<file path="src/lbc_pkg.sv">
// Purpose: Constants for the LED boost converter control register bank
// Assumes: 8-bit registers addressed by an 8-bit register index
// Notes:   Default values of read-only registers are parameters of the top
package lbc_pkg;
   localparam logic [7:0] LBC_ADDR_RO_A     = 8'h40;
   localparam logic [7:0] LBC_ADDR_RO_B     = 8'h41;
   localparam logic [7:0] LBC_ADDR_EN_STAT  = 8'h42;
   localparam logic [7:0] LBC_ADDR_THR_SEL  = 8'h43;
   localparam int         LBC_BIT_ENABLE    = 0;
   localparam int         LBC_BIT_POWER_OK  = 1;
   localparam int         LBC_BIT_WRITE_EX  = 2;
   localparam int         LBC_SEL_WIDTH     = 6;
   localparam logic [5:0] LBC_SEL_RESET     = 6'h3f;
   localparam logic       LBC_ENABLE_RESET  = 1'b0;
   localparam logic       LBC_WRITE_EX_RESET = 1'b0;
   // Threshold decode in quarter volts: top setting, low and high range bases
   localparam logic [6:0] LBC_QV_RESET      = 7'h72;
   localparam logic [6:0] LBC_QV_BASE_LO    = 7'h14;
   localparam logic [6:0] LBC_QV_BASE_HI    = 7'h34;
   localparam int         LBC_SYNC_STAGES   = 2;
endpackage : lbc_pkg

</file>
<file path="src/lbc_regs.sv">
// Purpose: Register bank and enable logic of the LED boost converter
// Assumes: Register port from the serial bus decoder on core_clk
// Notes:   Threshold decode is given in units of 0.25 V
//          Pin levels reach the enable logic three edges after they change,
//          and the power-OK flag one edge later, as it follows converterOn
//          Read data lag their address by one edge
// Functional notes
// - Registers 0x40 and 0x41 are read-only in all eight bits with part-dependent contents.
// - Bit 0 of 0x42 enables the converter, but only while the enable pin is high.
// - A low pushbutton input also enables the converter, otherwise it is off.
// - Bit 1 of 0x42 reads 1 when output is good and 0 when sense exceeds threshold.
// - Register 0x43 holds a writable 6-bit select in bits 5:0, bits 7:6 read-only.
// - The select decodes to 5+2*s[4:3]+0.25*s[2:0] or 13+4*s[4:3]+0.5*s[2:0] volts.
// - The threshold resets to its highest setting of 28.5 V.
`timescale 1ns/1ps
module lbc_regs
   import lbc_pkg::*;
#(
   parameter logic [7:0] RO_A_VALUE  = 8'h00,
   parameter logic [7:0] RO_B_VALUE  = 8'h00,
   parameter logic [4:0] EN_HI_VALUE = 5'h00,
   parameter logic [1:0] THR_HI_VALUE = 2'h0
) (
   // Clock and reset
   input  wire logic       core_clk,
   input  wire logic       resetn,
   // Register port
   input  wire logic       regWrite,
   input  wire logic [7:0] regAddr,
   input  wire logic [7:0] regWdata,
   output logic      [7:0] regRdata,
   // Pins and converter
   input  wire logic       converterEnablePin,
   input  wire logic       pushbuttonInputN,
   input  wire logic       overvoltageTrip,
   output logic            converterOn,
   output logic      [6:0] thresholdQuarterVolts,
   output logic      [5:0] thresholdSelect
);
   logic       enableBit;
   logic       writeExact;
   logic       powerOk;
   logic [2:0] pinSync;
   logic       enPinS;
   logic       pushPressed;
   logic       tripS;
   logic [7:0] next_rdata;

   // Synchronise pin levels; the pushbutton travels as a press level so that
   // the cleared synchroniser reads as released and no false enable follows reset
   lbc_sync #(.WIDTH(3)) uSync (
      .core_clk (core_clk),
      .resetn   (resetn),
      .asyncIn  ({converterEnablePin, ~pushbuttonInputN, overvoltageTrip}),
      .syncOut  (pinSync)
   );
   assign enPinS = pinSync[2];
   assign pushPressed = pinSync[1];
   assign tripS  = pinSync[0];

   // Enable and write-exact bits, other bits of 0x42 ignore writes
   always_ff @(posedge core_clk) begin
      if (!resetn) begin
         enableBit  <= LBC_ENABLE_RESET;
         writeExact <= LBC_WRITE_EX_RESET;
      end else if (regWrite && regAddr == LBC_ADDR_EN_STAT) begin
         enableBit  <= regWdata[LBC_BIT_ENABLE];
         writeExact <= regWdata[LBC_BIT_WRITE_EX];
      end
   end

   // Threshold select, bits 7:6 never stored
   always_ff @(posedge core_clk) begin
      if (!resetn) begin
         thresholdSelect <= LBC_SEL_RESET;
      end else if (regWrite && regAddr == LBC_ADDR_THR_SEL) begin
         thresholdSelect <= regWdata[LBC_SEL_WIDTH-1:0];
      end
   end

   // Power-OK flag follows converterOn, cleared while the trip comparator is set
   always_ff @(posedge core_clk) begin
      if (!resetn) begin
         powerOk <= 1'b0;
      end else begin
         powerOk <= converterOn && !tripS;
      end
   end

   // Converter enable from register with pin, or pushbutton
   always_ff @(posedge core_clk) begin
      if (!resetn) begin
         converterOn <= 1'b0;
      end else begin
         converterOn <= (enPinS && enableBit) || pushPressed;
      end
   end

   // Threshold decode in quarter volts
   always_ff @(posedge core_clk) begin
      if (!resetn) begin
         thresholdQuarterVolts <= LBC_QV_RESET;
      end else if (!thresholdSelect[5]) begin
         thresholdQuarterVolts <= LBC_QV_BASE_LO + {2'h0, thresholdSelect[4:3], 3'h0}
                                  + {4'h0, thresholdSelect[2:0]};
      end else begin
         thresholdQuarterVolts <= LBC_QV_BASE_HI + {1'h0, thresholdSelect[4:3], 4'h0}
                                  + {3'h0, thresholdSelect[2:0], 1'b0};
      end
   end

   // Read mux
   always_comb begin
      next_rdata = 8'h00;
      case (regAddr)
         LBC_ADDR_RO_A:    next_rdata = RO_A_VALUE;
         LBC_ADDR_RO_B:    next_rdata = RO_B_VALUE;
         LBC_ADDR_EN_STAT: next_rdata = {EN_HI_VALUE, writeExact, powerOk, enableBit};
         LBC_ADDR_THR_SEL: next_rdata = {THR_HI_VALUE, thresholdSelect};
         default:          next_rdata = 8'h00;
      endcase
   end

   // Registered read data
   always_ff @(posedge core_clk) begin
      if (!resetn) begin
         regRdata <= 8'h00;
      end else begin
         regRdata <= next_rdata;
      end
   end

   // Refuse a select width that the decode cannot serve
   if (LBC_SEL_WIDTH != 6) begin : g_sel_width_check
      $error("threshold select must be six bits wide");
   end

   // Reset values at the first edge after release
   a_sel_reset: assert property (@(posedge core_clk)
      $rose(resetn) |-> thresholdSelect == LBC_SEL_RESET)
      else $error("threshold not at top after reset");
   a_qv_reset: assert property (@(posedge core_clk)
      $rose(resetn) |-> thresholdQuarterVolts == LBC_QV_RESET)
      else $error("threshold decode not at top after reset");
   a_on_reset: assert property (@(posedge core_clk)
      $rose(resetn) |-> !converterOn)
      else $error("converter on right after reset");
   a_en_reset: assert property (@(posedge core_clk)
      $rose(resetn) |-> !enableBit)
      else $error("enable bit set right after reset");

   // Read-only registers and read-back of the mixed registers
   a_ro_write: assert property (@(posedge core_clk) disable iff (!resetn)
      regWrite && regAddr == LBC_ADDR_RO_A |=> ##1 regRdata == RO_A_VALUE || $past(regAddr) != LBC_ADDR_RO_A)
      else $error("read-only register changed");
   a_ro_b_read: assert property (@(posedge core_clk) disable iff (!resetn)
      regAddr == LBC_ADDR_RO_B |=> regRdata == RO_B_VALUE)
      else $error("second read-only register misread");
   a_en_rdata: assert property (@(posedge core_clk) disable iff (!resetn)
      regAddr == LBC_ADDR_EN_STAT |=> regRdata == {EN_HI_VALUE, $past(writeExact), $past(powerOk), $past(enableBit)})
      else $error("enable register misread");
   a_thr_rdata: assert property (@(posedge core_clk) disable iff (!resetn)
      regAddr == LBC_ADDR_THR_SEL |=> regRdata == {THR_HI_VALUE, $past(thresholdSelect)})
      else $error("threshold register misread");
   a_unmapped_read: assert property (@(posedge core_clk) disable iff (!resetn)
      (regAddr < LBC_ADDR_RO_A || regAddr > LBC_ADDR_THR_SEL) |=> regRdata == 8'h00)
      else $error("unmapped address read nonzero");

   // Writable bits update, the rest hold
   a_en_write: assert property (@(posedge core_clk) disable iff (!resetn)
      regWrite && regAddr == LBC_ADDR_EN_STAT |=> enableBit == $past(regWdata[0]))
      else $error("enable bit not written");
   a_wex_write: assert property (@(posedge core_clk) disable iff (!resetn)
      regWrite && regAddr == LBC_ADDR_EN_STAT |=> writeExact == $past(regWdata[2]))
      else $error("write-exact bit not written");
   a_en_hold: assert property (@(posedge core_clk) disable iff (!resetn)
      !(regWrite && regAddr == LBC_ADDR_EN_STAT) |=> $stable(enableBit) && $stable(writeExact))
      else $error("enable register changed without write");
   a_sel_write: assert property (@(posedge core_clk) disable iff (!resetn)
      regWrite && regAddr == LBC_ADDR_THR_SEL |=> thresholdSelect == $past(regWdata[5:0]))
      else $error("select not written");
   a_sel_hold: assert property (@(posedge core_clk) disable iff (!resetn)
      !(regWrite && regAddr == LBC_ADDR_THR_SEL) |=> $stable(thresholdSelect))
      else $error("select changed without write");

   // Enable qualification
   a_pb_enable: assert property (@(posedge core_clk) disable iff (!resetn)
      pushPressed |=> converterOn)
      else $error("pushbutton did not enable");
   a_en_pin_on: assert property (@(posedge core_clk) disable iff (!resetn)
      enPinS && enableBit |=> converterOn)
      else $error("pin and bit did not enable");
   a_off_idle: assert property (@(posedge core_clk) disable iff (!resetn)
      !pushPressed && !enPinS |=> !converterOn)
      else $error("converter on without condition");
   a_bit_off: assert property (@(posedge core_clk) disable iff (!resetn)
      !pushPressed && !enableBit |=> !converterOn)
      else $error("converter on with enable bit clear");

   // Power-OK flag
   a_trip_ok: assert property (@(posedge core_clk) disable iff (!resetn)
      tripS |=> !powerOk)
      else $error("power ok while tripped");
   a_ok_good: assert property (@(posedge core_clk) disable iff (!resetn)
      converterOn && !tripS |=> powerOk)
      else $error("power ok missing while good");
   a_ok_off: assert property (@(posedge core_clk) disable iff (!resetn)
      !converterOn |=> !powerOk)
      else $error("power ok while converter off");

   // Threshold decode
   a_top_decode: assert property (@(posedge core_clk) disable iff (!resetn)
      thresholdSelect == LBC_SEL_RESET |=> thresholdQuarterVolts == LBC_QV_RESET)
      else $error("top threshold not 28.5 V");
   a_low_base: assert property (@(posedge core_clk) disable iff (!resetn)
      thresholdSelect == 6'h00 |=> thresholdQuarterVolts == LBC_QV_BASE_LO)
      else $error("lowest threshold not 5 V");
   a_high_base: assert property (@(posedge core_clk) disable iff (!resetn)
      thresholdSelect == 6'h20 |=> thresholdQuarterVolts == LBC_QV_BASE_HI)
      else $error("high range base not 13 V");
   a_top_bound: assert property (@(posedge core_clk) disable iff (!resetn)
      thresholdQuarterVolts <= LBC_QV_RESET)
      else $error("threshold above its top setting");
endmodule : lbc_regs

</file>
<file path="src/lbc_sync.sv">
// Purpose: Two-flip-flop synchroniser for asynchronous pin levels
// Assumes: Inputs are slow levels
// Notes:   Only the second stage is visible outside
`timescale 1ns/1ps
module lbc_sync
   import lbc_pkg::*;
#(
   parameter int WIDTH = 1
) (
   // Clock and reset
   input  wire logic             core_clk,
   input  wire logic             resetn,
   // Data
   input  wire logic [WIDTH-1:0] asyncIn,
   output logic      [WIDTH-1:0] syncOut
);
   logic [WIDTH-1:0] stageOne;

   // Refuse an empty synchroniser
   if (WIDTH < 1) begin : g_width_check
      $error("synchroniser width must be at least one");
   end

   // Two stage shift
   always_ff @(posedge core_clk) begin
      if (!resetn) begin
         stageOne <= '0;
         syncOut  <= '0;
      end else begin
         stageOne <= asyncIn;
         syncOut  <= stageOne;
      end
   end
endmodule : lbc_sync

</file>
<file path="config.mk">
export PLATFORM = sky130hd
export DESIGN_NAME = lbc_regs
export DESIGN_NICKNAME = d
export VERILOG_FILES = /design/src/lbc_pkg.sv /design/src/lbc_regs.sv /design/src/lbc_sync.sv
export SDC_FILE = /design/constraint.sdc
export NUM_CORES = 1
export LEC_CHECK = 0
export BUFFER_PORTS_ARGS = -buffer_cell sky130_fd_sc_hd__buf_2
export CELL_PAD_IN_SITES_DETAIL_PLACEMENT = 0
export CELL_PAD_IN_SITES_GLOBAL_PLACEMENT = 1
export CORE_MARGIN = 2
export CORE_UTILIZATION = 37
export DETAILED_ROUTE_END_ITERATION = 12
export PLACE_DENSITY = 0.92
export SETUP_SLACK_MARGIN = 0.4
export SLEW_MARGIN = 20
export SYNTH_ARGS = -nofsm -noshare
export SYNTH_HDL_FRONTEND = slang
export SYNTH_SLANG_ARGS = --single-unit
export TNS_END_PERCENT = 10
</file>
<file path="constraint.sdc">
create_clock -name core_clk -period 3.06 [get_ports core_clk]
set_clock_uncertainty 0.2 [all_clocks]
set_input_delay 0.459 -clock core_clk [delete_from_list [all_inputs] [get_ports core_clk]]
set_output_delay 0.459 -clock core_clk [all_outputs]
set_load 0.005 [all_outputs]
</file>
==> flow_summary.yaml <==
placement:
  place_hpwl_mm: 1.552
  dp.cells: 174
  place.gp.congestion: 0.7261
  port_buffers: 39
sta:
  min_period_ps: 1769
  rsz0062_at_grt: "no"
  drv_slew: 0
  fmax_ghz: 0.5654
  finalSetupViolations: 0
  fin_setup_tns_ps: 0
  fin_crit_sh: 0.5780
  hold_viol: 0
critical_path:
  worstPathRequired_ps: 2400
  cp.arrival_ps: 1110
  start_kind: "flip-flop"
  critPathMaxStageDelay_ps: 590
  slowest_stage: "dfxtp_1"
  crit_path_end_kind: "output port"
  crit_family: "flip-flops"
  crit_buf_inv: 1
  crit_chain: "buf_2"
  path_max_fanout: 13
  critPathKind: "reg -> out"
logic_synthesis:
  yosysTopAreaCellShare: 0.5167
  netlist_instances: 112
  synth_top_area_cell: "dfxtp_1"
  yosysUniqueCellTypes: 28
  syn_area_mm2: 0.001124
  synthTopCellsByArea: "dfxtp_1 52%, mux2i_1 11%, nor2_1 6.7%, and2_1 3.3%, ha_1 3.3%"
  synth_warnings: 0
  yosysMostFrequentCell: "dfxtp_1"
  synth_seq_cells: 29
  synthFlopType: "dfxtp_1"
  synth-edff-count: 0
  synthTopCellsByCount: "29 x dfxtp_1, 20 x nor2_1, 12 x mux2i_1, 8 x nand2_1, 6 x and2_1"
  ys_seq_area_frac: 0.5167
  synth.avg_cell_area_um2: 10.03
  ys_async_sr_fraction: 0
cells_and_area:
  final_cells: 182
  n_antenna_cell: 0
  nNetsFinal: 175
  drive_gt1_frac: 0.3113
  area_delta_synth_final_pct: 20.82
  final_util: 0.4799
clock_tree:
  cts_root_buf: "clkbuf_4"
  clk_latency_ps: 320
  ctsLongestPathBuffers: 2
  cts_setup_buffers: 0
  clk_transition_reported_paths_ps: 90
  cts_made_buffers: 5
  ctsResizeCount: 0
  ctsHoldBuffers: 0
  cts_max_level: 2
  clock_sinks: 29
  cts_tree: "built"
floorplanning:
  core-area_mm2: 0.002829
  ioPinCount: 44
  core.rowCount: 19
  die-area_mm2: 0.003493
  die_h_um: 59.11
  start_util: 0.3972
  die_x_um: 59.11
grt:
  grt_usage: 0.1390
  gr-total-overflow: 0
  grt_pass1_wl_mm: 3.470
  antenna_found_initial: 0
  grt_pass1_vias: 767
  grt_max_degree: 19
routing:
  drt-initial-drc-count: 8
  ant_nets: 0
  wire_per_inst_um: 11.79
  avgViaCountPerCell: 4.841
  drtPass1Iterations: 4
  via_count: 881
  wl_mm: 2.146
  drc: 0
power:
  irDropWorstVdd_v: 0.0001757
  power_density_mw_per_mm2: 461.9
  power_leakage_nw: 0.6290
worst_hold_path:
  hp-class: "in -> reg"
run_status:
  status: "finished clean"
flow_run:
  maxCapViolations: 0
[routing by layer]
layer | global-route usage | share of wire | vias to the layer above
met5 | 0 | 0 | -
met4 | 0.07792 | 0.026 | 0
met3 | 0.05895 | 0.072 | 5
met2 | 0.2254 | 0.46 | 32
met1 | 0.1524 | 0.44 | 398
li1 | - | - | 446
[worst paths after layout]
kind	startpoint	to	slack, ps	cells after the start
min	pushbuttonInputN	uSync.stageOne[1]	90	2
max	thresholdSelect[5]	thresholdSelect[5]	1290	1
max reg2reg	thresholdSelect[3]	thresholdQuarterVolts[5]	1350	5
min reg2reg	uSync.syncOut[0]	powerOk	190	1
[kinds of logic after synthesis]
group / share of synthesized area
buffers and inverters: 0.05678
XOR/XNOR: 0.01559
flip-flops: 0.5167
AO/OA/AOI/OAI: 0.05235
multiplexers: 0.1069
other: 0.003338
AND/OR/NAND/NOR: 0.2149
adder cells (fa/ha/maj): 0.03341
[area by class of cell]
cell class              instances  area, um2
clock buffers                   8      48.80
fillers                       280       1471
inverters                       3      11.26
multi-input cells              72      483.0
flip-flops and latches         29      580.6
well taps                      31      38.79
repair buffers                 39      195.2
[where the power goes]
part	switching, W	total [W]	internal (W)	leakage (nW)
Combinational	0.0000176	0.0000339	0.0000163	0.367
Sequential	0.00000120	0.000383	0.000382	0.235
Clock	0.000119	0.000210	0.0000914	0.0265
[registers in the layout (all words and copies together), names as in the netlist]
signal,flops
thresholdQuarterVolts,7
regRdata,6
thresholdSelect,6
uSync.stageOne,3
uSync.syncOut,3
converterOn,1
enableBit,1
powerOk,1
writeExact,1
[placed cells by master, fill, tap and decap left out, drive strengths merged, types with 2 or more instances in the layout]
master,count
inv,2
a21oi,4
mux2i,12
and4,4
ha,3
conb,2
nor2,20
nand2,8
buf,39
clkbuf,8
and2,7
dfxtp,29
[worst register-to-register path, cell delays in order, from the launching register on]
cell	delay [ps]
dfxtp_1	500
inv_1	90
ha_1	190
a21oi_1	190
o22ai_1	110
a311o_1	330
[per-stage QoR]
stage          power (W)  worst slack (ps)  hold WS (ps)  instance area [um2]
2_1_floorplan  0.0004117              1393         167.0                 1127
3_3_place_gp   0.0004249              1178         171.9                 1309
3_5_place_dp   0.0004259              1150         178.4                 1309
4_1_cts        0.0006362              1293         76.76                 1358
5_1_grt        0.0006575              1213         71.44                 1358
6_report       0.0006270              1291         86.43                 1358
Power figures use the tool's default switching activity.
